## config.mk

```make
export PLATFORM = sky130hd
export DESIGN_NAME = tasr_alarm_status_irq
export DESIGN_NICKNAME = d
export VERILOG_FILES = /design/src/verilog/tasr_alarm_status_irq.v
export VERILOG_INCLUDE_DIRS = /design/src /design/src/verilog
export SDC_FILE = /design/constraint.sdc
export NUM_CORES = 1
export LEC_CHECK = 0
export BUFFER_PORTS_ARGS = -buffer_cell sky130_fd_sc_hd__clkbuf_2
export CAP_MARGIN = 30
export CELL_PAD_IN_SITES_DETAIL_PLACEMENT = 0
export CELL_PAD_IN_SITES_GLOBAL_PLACEMENT = 1
export CORE_ASPECT_RATIO = 0.75
export CORE_UTILIZATION = 41
export CTS_BUF_LIST = sky130_fd_sc_hd__clkbuf_8
export CTS_CLUSTER_DIAMETER = 200
export DETAILED_ROUTE_END_ITERATION = 10
export PLACE_DENSITY = 0.76
export SETUP_SLACK_MARGIN = 0.2
export SLEW_MARGIN = 20
export SYNTH_ARGS = -nofsm -noshare
export SYNTH_HDL_FRONTEND = slang
export SYNTH_SLANG_ARGS = --single-unit
export TNS_END_PERCENT = 5
```

## constraint.sdc

```tcl
create_clock -name core_clk -period 12.55 [get_ports core_clk]
set_input_delay 2.51 -clock core_clk [delete_from_list [all_inputs] [get_ports core_clk]]
set_output_delay 2.51 -clock core_clk [all_outputs]
set_load 0.005 [all_outputs]
```

## src/verilog/tasr_map.vh

```
`ifndef TASR_MAP_VH
`define TASR_MAP_VH

// =====================================================================
// Register indices; the APB byte address is four times the index.
`define TASR_STATUS_IDX   10'h012
`define TASR_MASK_IDX     10'h014
`define TASR_CONFIG_IDX   10'h010

// =====================================================================
// Status and mask bit positions, shared by both registers.
`define TASR_BIT_SIGLOSS  0
`define TASR_BIT_FRMLOSS  1
`define TASR_BIT_ALMIND   2
`define TASR_BIT_REMALM   3
`define TASR_BIT_IDLE     4
`define TASR_BIT_TXSOF    5
`define TASR_BIT_RXSOF    6
`define TASR_NUM_BITS     7

// =====================================================================
// Configuration register bit positions.
`define TASR_CFG_E3       0
`define TASR_CFG_CBIT     1
`define TASR_CFG_UNIPOLAR 2

// =====================================================================
// Reset values.
`define TASR_STATUS_RST   7'h00
`define TASR_MASK_RST     7'h00
`define TASR_CFG_RST      3'h0

// =====================================================================
// Detector counts.
`define TASR_F_ERR_LIMIT  5'h03
`define TASR_M_ERR_LIMIT  5'h02
`define TASR_X_RUN        3'h4
`define TASR_FIELD_RUN    11'h400

`endif

```

## src/verilog/tasr_alarm_status_irq.v

```verilog
// The APB register port was decided locally.
`timescale 1ns/100ps
`include "tasr_map.vh"

// =====================================================================
// Overview.
// The block keeps seven latched status bits and seven mask enables.
// Five bits follow alarm conditions and two follow frame-start pulses.
// An alarm latch sets from its condition and is cleared by a status read.
// A condition that still holds sets the latch again in the same cycle.
// This is why a persisting alarm always survives the read that saw it.
// Frame-start latches follow the boundary pulses and clear on read unless a pulse arrives in the read cycle.
// Pending causes are kept apart from the status latches on purpose.
// An alarm that ends after a read must still raise a fresh request.
// The status latch alone cannot show that, so the change is remembered.
// The interrupt request is the OR of every pending and unmasked cause.
// The group enable from the master mask gates it as a whole.
// The request is registered so that the output comes from a flip-flop.
// It is built from next_pending, so it rises on the same edge that sets the pending latch.
// A configuration word selects E3 mode, C-bit parity and unipolar line.
// In E3 mode the T3 detectors are held cleared and unused.
// Their E3 counterparts arrive as ready-made levels from the framer.
// The idle condition has no meaning in E3 and is held at zero there.
// Software is still expected to ignore that bit in E3 mode.
// In unipolar mode loss of signal is undefined and is gated off.
// The C-bit mode adds a coded remote alarm to the T3 remote alarm.
// Every register access takes exactly one wait state.
// Unmapped or unaligned addresses answer with an error and no effect.
// Writes to the status word are accepted and silently ignored.
// All inputs come from logic on the same clock and need no synchroniser.
// A user must keep the framer on this clock, or add one outside.
// The long field runs use eleven-bit counters held in flip-flops.
// This trades area for a detector that needs no slower clock.

module tasr_alarm_status_irq (
    input  wire        core_clk,
    input  wire        rstn,
    input  wire        psel,
    input  wire        penable,
    input  wire        pwrite,
    input  wire [11:0] paddr,
    input  wire [31:0] pwdata,
    output reg  [31:0] prdata,
    output reg         pready,
    output reg         pslverr,
    input  wire        signalLossDetect,
    input  wire        fBitValid,
    input  wire        fBitError,
    input  wire        mBitValid,
    input  wire        mBitError,
    input  wire        syncAcquired,
    input  wire        multiframeValid,
    input  wire        xBit1,
    input  wire        xBit2,
    input  wire        feacRemoteAlarm,
    input  wire        fieldValid,
    input  wire [1:0]  fieldPatternOk,
    input  wire [1:0]  fieldCBitsZero,
    input  wire        e3FrameLoss,
    input  wire        e3AlarmInd,
    input  wire        e3RemoteAlarm,
    input  wire        txFrameBoundary,
    input  wire        rxFrameBoundary,
    input  wire        groupIrqEnable,
    output reg         txFrameStartPin,
    output reg         rxFrameStartPin,
    output reg         irqRequest
);

    // =================================================================
    // Storage.
    reg  [6:0]  statusLatch;
    reg  [6:0]  pending;
    reg  [6:0]  maskReg;
    reg  [2:0]  cfgReg;
    reg  [4:0]  alarmPrev;
    reg  [15:0] fHist;
    reg  [3:0]  mHist;
    reg         frameLossT3;
    reg  [2:0]  zeroRun;
    reg  [2:0]  oneRun;
    reg         remoteAlarmT3;
    reg  [31:0] rdMux;
    reg  [6:0]  next_status;
    reg  [6:0]  next_pending;
    reg  [15:0] next_fHist;
    reg  [3:0]  next_mHist;

    wire [1:0]  patternDet;
    wire [4:0]  alarmCond;
    wire [6:0]  setVec;
    wire [6:0]  causeVec;
    wire        e3Mode;
    wire        cbitMode;
    wire        unipolarMode;
    wire        addrOk;
    wire        hitStatus;
    wire        hitMask;
    wire        hitConfig;
    wire        accessStart;
    wire        statusRead;
    wire        writeDone;
    wire        frameLossDeclare;

    assign e3Mode       = cfgReg[`TASR_CFG_E3];
    assign cbitMode     = cfgReg[`TASR_CFG_CBIT];
    assign unipolarMode = cfgReg[`TASR_CFG_UNIPOLAR];

    // Counts the ones of a history window; the M window is zero-padded.
    function [4:0] countOnes;
        input [15:0] v;
        integer k;
        begin
            countOnes = 5'h00;
            for (k = 0; k < 16; k = k + 1) begin
                countOnes = countOnes + {4'h0, v[k]};
            end
        end
    endfunction

    // =================================================================
    // APB slave.
    // The read is captured, and its clear applied, on the edge that raises
    // pready, so an event at that edge lands in the latch after the
    // snapshot and is kept for the next read instead of being lost.
    assign addrOk      = (paddr[1:0] == 2'h0);
    assign hitStatus   = addrOk && (paddr[11:2] == `TASR_STATUS_IDX);
    assign hitMask     = addrOk && (paddr[11:2] == `TASR_MASK_IDX);
    assign hitConfig   = addrOk && (paddr[11:2] == `TASR_CONFIG_IDX);
    assign accessStart = psel && penable && !pready;
    assign statusRead  = accessStart && !pwrite && hitStatus;
    assign writeDone   = psel && penable && pready && pwrite && !pslverr;

    // Read data; unused upper bits read as zero.
    always @* begin
        rdMux = 32'h0000_0000;
        if (hitStatus) begin
            rdMux[6:0] = statusLatch;
        end else if (hitMask) begin
            rdMux[6:0] = maskReg;
        end else if (hitConfig) begin
            rdMux[2:0] = cfgReg;
        end
    end

    // One wait state on every access; unmapped addresses answer with pslverr.
    always @(posedge core_clk) begin
        if (!rstn) begin
            pready  <= 1'b0;
            pslverr <= 1'b0;
            prdata  <= 32'h0000_0000;
        end else if (accessStart) begin
            pready  <= 1'b1;
            pslverr <= !(hitStatus || hitMask || hitConfig);
            prdata  <= pwrite ? 32'h0000_0000 : rdMux;
        end else begin
            pready  <= 1'b0;
            pslverr <= 1'b0;
        end
    end

    // Writable registers; writes to the status word are ignored.
    always @(posedge core_clk) begin
        if (!rstn) begin
            maskReg <= `TASR_MASK_RST;
            cfgReg  <= `TASR_CFG_RST;
        end else if (writeDone) begin
            if (hitMask) begin
                maskReg <= pwdata[6:0];
            end
            if (hitConfig) begin
                cfgReg <= pwdata[2:0];
            end
        end
    end

    // =================================================================
    // T3 frame-loss detector.
    // History stops while frame is lost and restarts empty at resync, so
    // old errors cannot redeclare the loss the moment sync is regained.
    always @* begin
        next_fHist = fHist;
        next_mHist = mHist;
        if (fBitValid) begin
            next_fHist = {fHist[14:0], fBitError};
        end
        if (mBitValid) begin
            next_mHist = {mHist[2:0], mBitError};
        end
    end

    assign frameLossDeclare = (countOnes(next_fHist) >= `TASR_F_ERR_LIMIT) ||
                              (countOnes({12'h000, next_mHist}) >= `TASR_M_ERR_LIMIT);

    always @(posedge core_clk) begin
        if (!rstn || e3Mode) begin
            fHist       <= 16'h0000;
            mHist       <= 4'h0;
            frameLossT3 <= 1'b0;
        end else if (!frameLossT3) begin
            fHist       <= next_fHist;
            mHist       <= next_mHist;
            frameLossT3 <= frameLossDeclare;
        end else if (syncAcquired) begin
            fHist       <= 16'h0000;
            mHist       <= 4'h0;
            frameLossT3 <= 1'b0;
        end
    end

    // =================================================================
    // T3 remote-alarm detector on the per-multiframe X bits.
    always @(posedge core_clk) begin
        if (!rstn || e3Mode) begin
            zeroRun       <= 3'h0;
            oneRun        <= 3'h0;
            remoteAlarmT3 <= 1'b0;
        end else if (multiframeValid) begin
            if (!xBit1 && !xBit2) begin
                oneRun <= 3'h0;
                if (zeroRun != `TASR_X_RUN) begin
                    zeroRun <= zeroRun + 3'h1;
                end
                if (zeroRun == `TASR_X_RUN - 3'h1) begin
                    remoteAlarmT3 <= 1'b1;
                end
            end else if (xBit1 && xBit2) begin
                zeroRun <= 3'h0;
                if (oneRun != `TASR_X_RUN) begin
                    oneRun <= oneRun + 3'h1;
                end
                if (oneRun == `TASR_X_RUN - 3'h1) begin
                    remoteAlarmT3 <= 1'b0;
                end
            end else begin
                zeroRun <= 3'h0;
                oneRun  <= 3'h0;
            end
        end
    end

    // =================================================================
    // Pattern detectors: entry 0 is alarm indication, entry 1 is idle.
    // A field with a good pattern but non-zero C bits breaks both runs.
    genvar i;
    generate
        for (i = 0; i < 2; i = i + 1) begin : gPattern
            reg [10:0] goodRun;
            reg [10:0] badRun;
            reg        detected;
            assign patternDet[i] = detected;
            always @(posedge core_clk) begin
                if (!rstn || e3Mode) begin
                    goodRun  <= 11'h000;
                    badRun   <= 11'h000;
                    detected <= 1'b0;
                end else if (fieldValid) begin
                    if (fieldPatternOk[i] && fieldCBitsZero[i]) begin
                        badRun <= 11'h000;
                        if (goodRun != `TASR_FIELD_RUN) begin
                            goodRun <= goodRun + 11'h001;
                        end
                        if (goodRun == `TASR_FIELD_RUN - 11'h001) begin
                            detected <= 1'b1;
                        end
                    end else if (!fieldPatternOk[i]) begin
                        goodRun <= 11'h000;
                        if (badRun != `TASR_FIELD_RUN) begin
                            badRun <= badRun + 11'h001;
                        end
                        if (badRun == `TASR_FIELD_RUN - 11'h001) begin
                            detected <= 1'b0;
                        end
                    end else begin
                        goodRun <= 11'h000;
                        badRun  <= 11'h000;
                    end
                end
            end
        end
    endgenerate

    // =================================================================
    // Alarm conditions per mode.
    // In E3 mode the idle condition is held at zero; software is expected to
    // disregard that bit there anyway.
    assign alarmCond[`TASR_BIT_SIGLOSS] = signalLossDetect && !unipolarMode;
    assign alarmCond[`TASR_BIT_FRMLOSS] = e3Mode ? e3FrameLoss : frameLossT3;
    assign alarmCond[`TASR_BIT_ALMIND]  = e3Mode ? e3AlarmInd : patternDet[0];
    assign alarmCond[`TASR_BIT_REMALM]  = e3Mode ? e3RemoteAlarm :
                                          (remoteAlarmT3 || (cbitMode && feacRemoteAlarm));
    assign alarmCond[`TASR_BIT_IDLE] = !e3Mode && patternDet[1];

    assign setVec   = {rxFrameBoundary, txFrameBoundary, alarmCond};
    assign causeVec = {rxFrameBoundary, txFrameBoundary, alarmCond ^ alarmPrev};

    // =================================================================
    // Latches and pending causes.
    // A set always wins over the read clear; a persisting alarm therefore
    // survives the read, which is exactly the clear-unless-present behaviour.
    always @* begin
        next_status  = setVec | (statusLatch & ~{7{statusRead}});
        next_pending = causeVec | (pending & ~{7{statusRead}});
    end

    always @(posedge core_clk) begin
        if (!rstn) begin
            statusLatch     <= `TASR_STATUS_RST;
            pending         <= 7'h00;
            alarmPrev       <= 5'h00;
            irqRequest      <= 1'b0;
            txFrameStartPin <= 1'b0;
            rxFrameStartPin <= 1'b0;
        end else begin
            statusLatch     <= next_status;
            pending         <= next_pending;
            alarmPrev       <= alarmCond;
            irqRequest      <= groupIrqEnable && (|(next_pending & maskReg));
            txFrameStartPin <= txFrameBoundary;
            rxFrameStartPin <= rxFrameBoundary;
        end
    end

endmodule

```

==> impl_metrics.prom <==
# TYPE chip_impl_metric gauge
chip_impl_metric{name="crit_required",unit="ns"} 12.87
chip_impl_metric{name="cts_hold_buffers",unit=""} 0
chip_impl_info{name="synthTopCellsByArea",value="sky130_fd_sc_hd__dfxtp_1 (39%), sky130_fd_sc_hd__nor2_1 (6.4%), sky130_fd_sc_hd__mux2i_1 (5.5%)"} 1
chip_impl_metric{name="synth_top_area_share",unit=""} 0.394
chip_impl_metric{name="arrival",unit="ns"} 6.40
chip_impl_metric{name="detail_route.iter0.violations",unit=""} 224
chip_impl_metric{name="synth.yosys.seq_area_share",unit=""} 0.394
chip_impl_metric{name="placementRows",unit=""} 37
chip_impl_metric{name="clockPowerShare",unit=""} 0.480
chip_impl_metric{name="globalRoute.totalOverflow",unit=""} 0
chip_impl_info{name="yosysMostFrequentCell",value="sky130_fd_sc_hd__dfxtp_1"} 1
chip_impl_metric{name="ir_worst_vdd",unit="V"} 0.0000709
chip_impl_info{name="dominant_combinational_cell_family_by_area_after_synthesis",value="simple AND/OR/NAND/NOR gates"} 1
chip_impl_metric{name="gr-usage-met1",unit=""} 0.233
chip_impl_metric{name="netSwitchingFraction",unit=""} 0.237
chip_impl_metric{name="layout-drive-gt1-share",unit=""} 0.138
chip_impl_metric{name="p_int",unit="uW"} 630
chip_impl_metric{name="hold_depth",unit=""} 2
chip_impl_metric{name="area_fraction_in_compound_gates_after_synthesis",unit=""} 0.105
chip_impl_metric{name="design.die.area",unit="sq mm"} 0.0147
chip_impl_metric{name="cts_buffers",unit=""} 17
chip_impl_metric{name="global_route_wire_length_before_repair",unit="um"} 20500
chip_impl_info{name="reg2reg_from",value="fHist[2]"} 1
chip_impl_metric{name="post_synth_mux_area_share",unit=""} 0.0626
chip_impl_metric{name="dp_hpwl",unit="um"} 8750
chip_impl_metric{name="largest_net_degree_at_the_start_of_global_routing",unit=""} 43
chip_impl_metric{name="holdWs",unit="ns"} 0.452
chip_impl_metric{name="drc",unit=""} 0
chip_impl_metric{name="clk_pin_slew",unit="ns"} 0.07
chip_impl_metric{name="dr_total_vias",unit=""} 4605
chip_impl_info{name="crit_path_cell_trace",value="clkbuf_2 > mux2i_1 > fa_1 > fa_1 > fa_1 > fa_1 > inv_1 > ha_1 > fa_1 > o21ai_0 > o2111ai_1 > and3_1"} 1
chip_impl_metric{name="switching_power",unit="uW"} 195
chip_impl_metric{name="numClockSinks",unit=""} 115
chip_impl_metric{name="yosys_warnings",unit=""} 0
chip_impl_metric{name="die_width",unit="um"} 140
chip_impl_metric{name="max_clock_freq",unit="GHz"} 0.165
chip_impl_metric{name="postSynthCellCount",unit=""} 669
chip_impl_metric{name="synth.cell_area",unit="sq mm"} 0.00584
chip_impl_metric{name="cp_max_fo",unit=""} 16
chip_impl_metric{name="number_of_h_tree_levels",unit=""} 4
chip_impl_metric{name="yosys.cell_types.count",unit=""} 53
chip_impl_metric{name="groute.usage.overall",unit=""} 0.175
chip_impl_metric{name="boundaryPins",unit=""} 107
chip_impl_info{name="worstSetupStartpoint",value="fBitValid"} 1
chip_impl_info{name="synthTopCellsByCount",value="sky130_fd_sc_hd__dfxtp_1 (115), sky130_fd_sc_hd__nor2_1 (100), sky130_fd_sc_hd__nand2_1 (64)"} 1
chip_impl_metric{name="detail_route.vias_per_cell",unit=""} 5.07
chip_impl_metric{name="number_of_global_route_vias_before_repair",unit=""} 4351
chip_impl_metric{name="cts.path.max_buffers",unit=""} 2
chip_impl_metric{name="worst_r2r_path_depth",unit=""} 11
chip_impl_metric{name="portBuffers",unit=""} 56
chip_impl_metric{name="grtUsageMet2",unit=""} 0.271
chip_impl_metric{name="wire_per_inst",unit="um"} 13.1
chip_impl_info{name="yosys.area.top_type",value="sky130_fd_sc_hd__dfxtp_1"} 1
chip_impl_metric{name="synth-edff-count",unit=""} 0
chip_impl_metric{name="totalNegativeSetupSlack",unit="ns"} 0
chip_impl_metric{name="ff2ff_setup_slack",unit="ns"} 8.75
chip_impl_metric{name="numPlacedInstances",unit=""} 875
chip_impl_metric{name="power.density",unit="mW/mm^2"} 125
chip_impl_metric{name="critPathMaxStageDelay",unit="ns"} 0.55
chip_impl_metric{name="final-hold-violation-count",unit=""} 0
chip_impl_metric{name="synth_simple_gate_area_frac",unit=""} 0.223
chip_impl_metric{name="routed_wirelength",unit="um"} 11900
chip_impl_metric{name="static-leakage-power",unit="nW"} 2.76
chip_impl_info{name="clock_tree_from_tritoncts",value="done"} 1
chip_impl_metric{name="synth-async-reset-ratio",unit=""} 0
chip_impl_metric{name="seqPwrFrac",unit=""} 0.454
chip_impl_metric{name="antennaDiodeCount",unit=""} 0
chip_impl_metric{name="clock_skew",unit="ns"} 0.0110
chip_impl_metric{name="avgSynthCellArea",unit="sq um"} 8.72
chip_impl_info{name="critPathLaunchType",value="input port"} 1
chip_impl_info{name="grt_setup_unrepaired",value="no"} 1
chip_impl_metric{name="grtUsageMet3",unit=""} 0.0436
chip_impl_metric{name="clkLatencyLatePin",unit="ns"} 0.44
chip_impl_info{name="synthFlopType",value="sky130_fd_sc_hd__dfxtp_1"} 1
chip_impl_metric{name="area_growth",unit="%"} 13.5
chip_impl_metric{name="wp_buf_inv",unit=""} 2
chip_impl_info{name="worst_hold_path.endpoint",value="pending[4]"} 1
chip_impl_info{name="worstHoldStart",value="pending[4]"} 1
chip_impl_info{name="timing.critical_path.slowest_stage_cell",value="sky130_fd_sc_hd__fa_1"} 1
chip_impl_info{name="worst_setup_path_end_kind",value="register"} 1
chip_impl_metric{name="yosys_register_bits",unit=""} 115
chip_impl_metric{name="finalSetupViolations",unit=""} 0
chip_impl_metric{name="timing.max_slew.rel_slack",unit=""} 0.431
chip_impl_metric{name="final_period_minus_worst_setup_slack",unit="ns"} 6.07
chip_impl_info{name="ctsRootBufferMaster",value="sky130_fd_sc_hd__clkbuf_8"} 1
chip_impl_metric{name="gpl.final_weighted_congestion",unit=""} 0.803
chip_impl_info{name="timing.setup.critical_path_class",value="input port to register"} 1
chip_impl_metric{name="dp_worst_setup_slack",unit="ns"} 6.05
chip_impl_metric{name="share_comb_of_total_power",unit=""} 0.066
chip_impl_metric{name="fin_cells",unit=""} 908
chip_impl_metric{name="die-height",unit="um"} 105
chip_impl_metric{name="post-cts-setup-buffer-count",unit=""} 0
chip_impl_metric{name="core",unit="sq mm"} 0.0138
chip_impl_metric{name="drt_pass1_iterations",unit=""} 4
chip_impl_metric{name="ctsResizeCount",unit=""} 0
chip_impl_metric{name="detail-route-antenna-nets",unit=""} 0
chip_impl_info{name="busiest_layer",value="met2"} 1
chip_impl_info{name="hold_class",value="register to register"} 1
chip_impl_info{name="worstReg2RegEnd",value="frameLossT3"} 1
chip_impl_metric{name="antenna_found_initial",unit=""} 0
chip_impl_metric{name="worst_pin_slew",unit="ns"} 0.849
chip_impl_metric{name="final_nets",unit=""} 823
chip_impl_info{name="crit_family",value="adder cells"} 1
chip_impl_metric{name="slew_violations",unit=""} 0
chip_impl_metric{name="max-cap-violations",unit=""} 0
chip_impl_info{name="worst_path_most_repeated_cell",value="sky130_fd_sc_hd__fa_1"} 1
chip_impl_metric{name="fin_crit_sh",unit=""} 0.484
chip_impl_metric{name="synth-adder-area-share",unit=""} 0.0849
chip_impl_info{name="outcome",value="completed"} 1
chip_impl_metric{name="post-route-worst-setup-slack",unit="ns"} 6.48
chip_impl_metric{name="share_of_the_synthesized_netlist_area_taken_by_xor_and_xnor_gates",unit=""} 0.0570
chip_impl_metric{name="start_util",unit=""} 0.423
==> placed cells by master, fill, tap and decap left out, types with 9 or more instances in the layout <==
cell | synthesis | routed
sky130_fd_sc_hd__dfxtp_1 | 115 | 115
sky130_fd_sc_hd__clkbuf_2 | 0 | 56
sky130_fd_sc_hd__o22a_1 | 16 | 16
sky130_fd_sc_hd__nand3_1 | 20 | 20
sky130_fd_sc_hd__nor2_1 | 100 | 100
sky130_fd_sc_hd__fa_1 | 11 | 11
sky130_fd_sc_hd__mux2i_1 | 32 | 32
sky130_fd_sc_hd__inv_1 | 32 | 32
sky130_fd_sc_hd__ha_1 | 22 | 22
sky130_fd_sc_hd__nand4_1 | 16 | 16
sky130_fd_sc_hd__xnor2_1 | 13 | 13
sky130_fd_sc_hd__and3_1 | 9 | 9
sky130_fd_sc_hd__clkbuf_8 | 0 | 17
sky130_fd_sc_hd__conb_1 | 1 | 25
sky130_fd_sc_hd__xor2_1 | 25 | 25
sky130_fd_sc_hd__nand2_1 | 64 | 64
sky130_fd_sc_hd__a21oi_1 | 33 | 33
==> worst min-delay path, cell delays in order, from the launching register on <==
cell and delay (ns):
sky130_fd_sc_hd__dfxtp_1 0.31, sky130_fd_sc_hd__nand2_1 0.05, sky130_fd_sc_hd__a21oi_1 0.05
==> cell families (layout without fill, tap and decap cells) <==
kind of cell | count (synthesis) | after routing
and+or+nand+nor | 268 | 268
muxes | 36 | 36
other | 1 | 25
AOI/OAI and AO/OA | 92 | 92
buffers and inverters | 86 | 126
DFF | 115 | 115
xor gates and xnor gates | 38 | 38
adders and majority gates | 33 | 33
==> how the worst max path moves through the flow <==
stage | to | cells after the start | slack (ns)
floorplan | frameLossT3 | 13 | 6.12
global placement | frameLossT3 | 12 | 6.07
detailed placement | frameLossT3 | 12 | 6.05
CTS | frameLossT3 | 12 | 6.50
global route | frameLossT3 | 12 | 6.32
finish | frameLossT3 | 12 | 6.48
==> per-layer routing <==
layer	wire, um	up-vias	share of wire
met2	5420	81	0.45
met4	116	0	0.0097
met5	0	-	0
li1	-	2356	-
met1	5970	2155	0.50
met3	411	13	0.034
==> per-stage QoR <==
| stage | util | cell area [sq um] | total power [mW] |
|---|---|---|---|
| after floorplan | - | 5930 | 0.424 |
| after global placement | 0.445 | 6150 | 0.436 |
| after detailed placement | 0.445 | 6150 | 0.437 |
| after CTS | 0.479 | 6610 | 0.837 |
| after global routing | 0.480 | 6630 | 0.864 |
| final | 0.480 | 6630 | 0.825 |
==> power by group through the flow <==
stage | Clock (mW) | Combinational (mW) | Sequential, mW
after floorplan | 0 | 0.0421 | 0.382
after global placement | 0 | 0.0530 | 0.383
after detailed placement | 0 | 0.0543 | 0.383
after CTS | 0.408 | 0.0546 | 0.375
after global routing | 0.427 | 0.0626 | 0.375
final | 0.396 | 0.0547 | 0.375
==> registers in the layout, indices dropped and copies added (netlist names), 2 cells and up <==
signal / count
alarmPrev: 5
cfgReg: 3
fHist: 16
gPattern.badRun: 22
gPattern.detected: 2
gPattern.goodRun: 22
mHist: 4
maskReg: 7
oneRun: 3
pending: 7
prdata: 7
statusLatch: 7
zeroRun: 3
==> final cells by class <==
class | count | area [sq um]
multi-input combinational | 492 | 3200
tap | 175 | 219
timing repair buffer | 59 | 310
inverter | 35 | 131
sequential | 115 | 2300
clock buffer | 17 | 234
clock inverter | 15 | 233
fill | 1351 | 7170
Power figures use the tool's default switching activity.
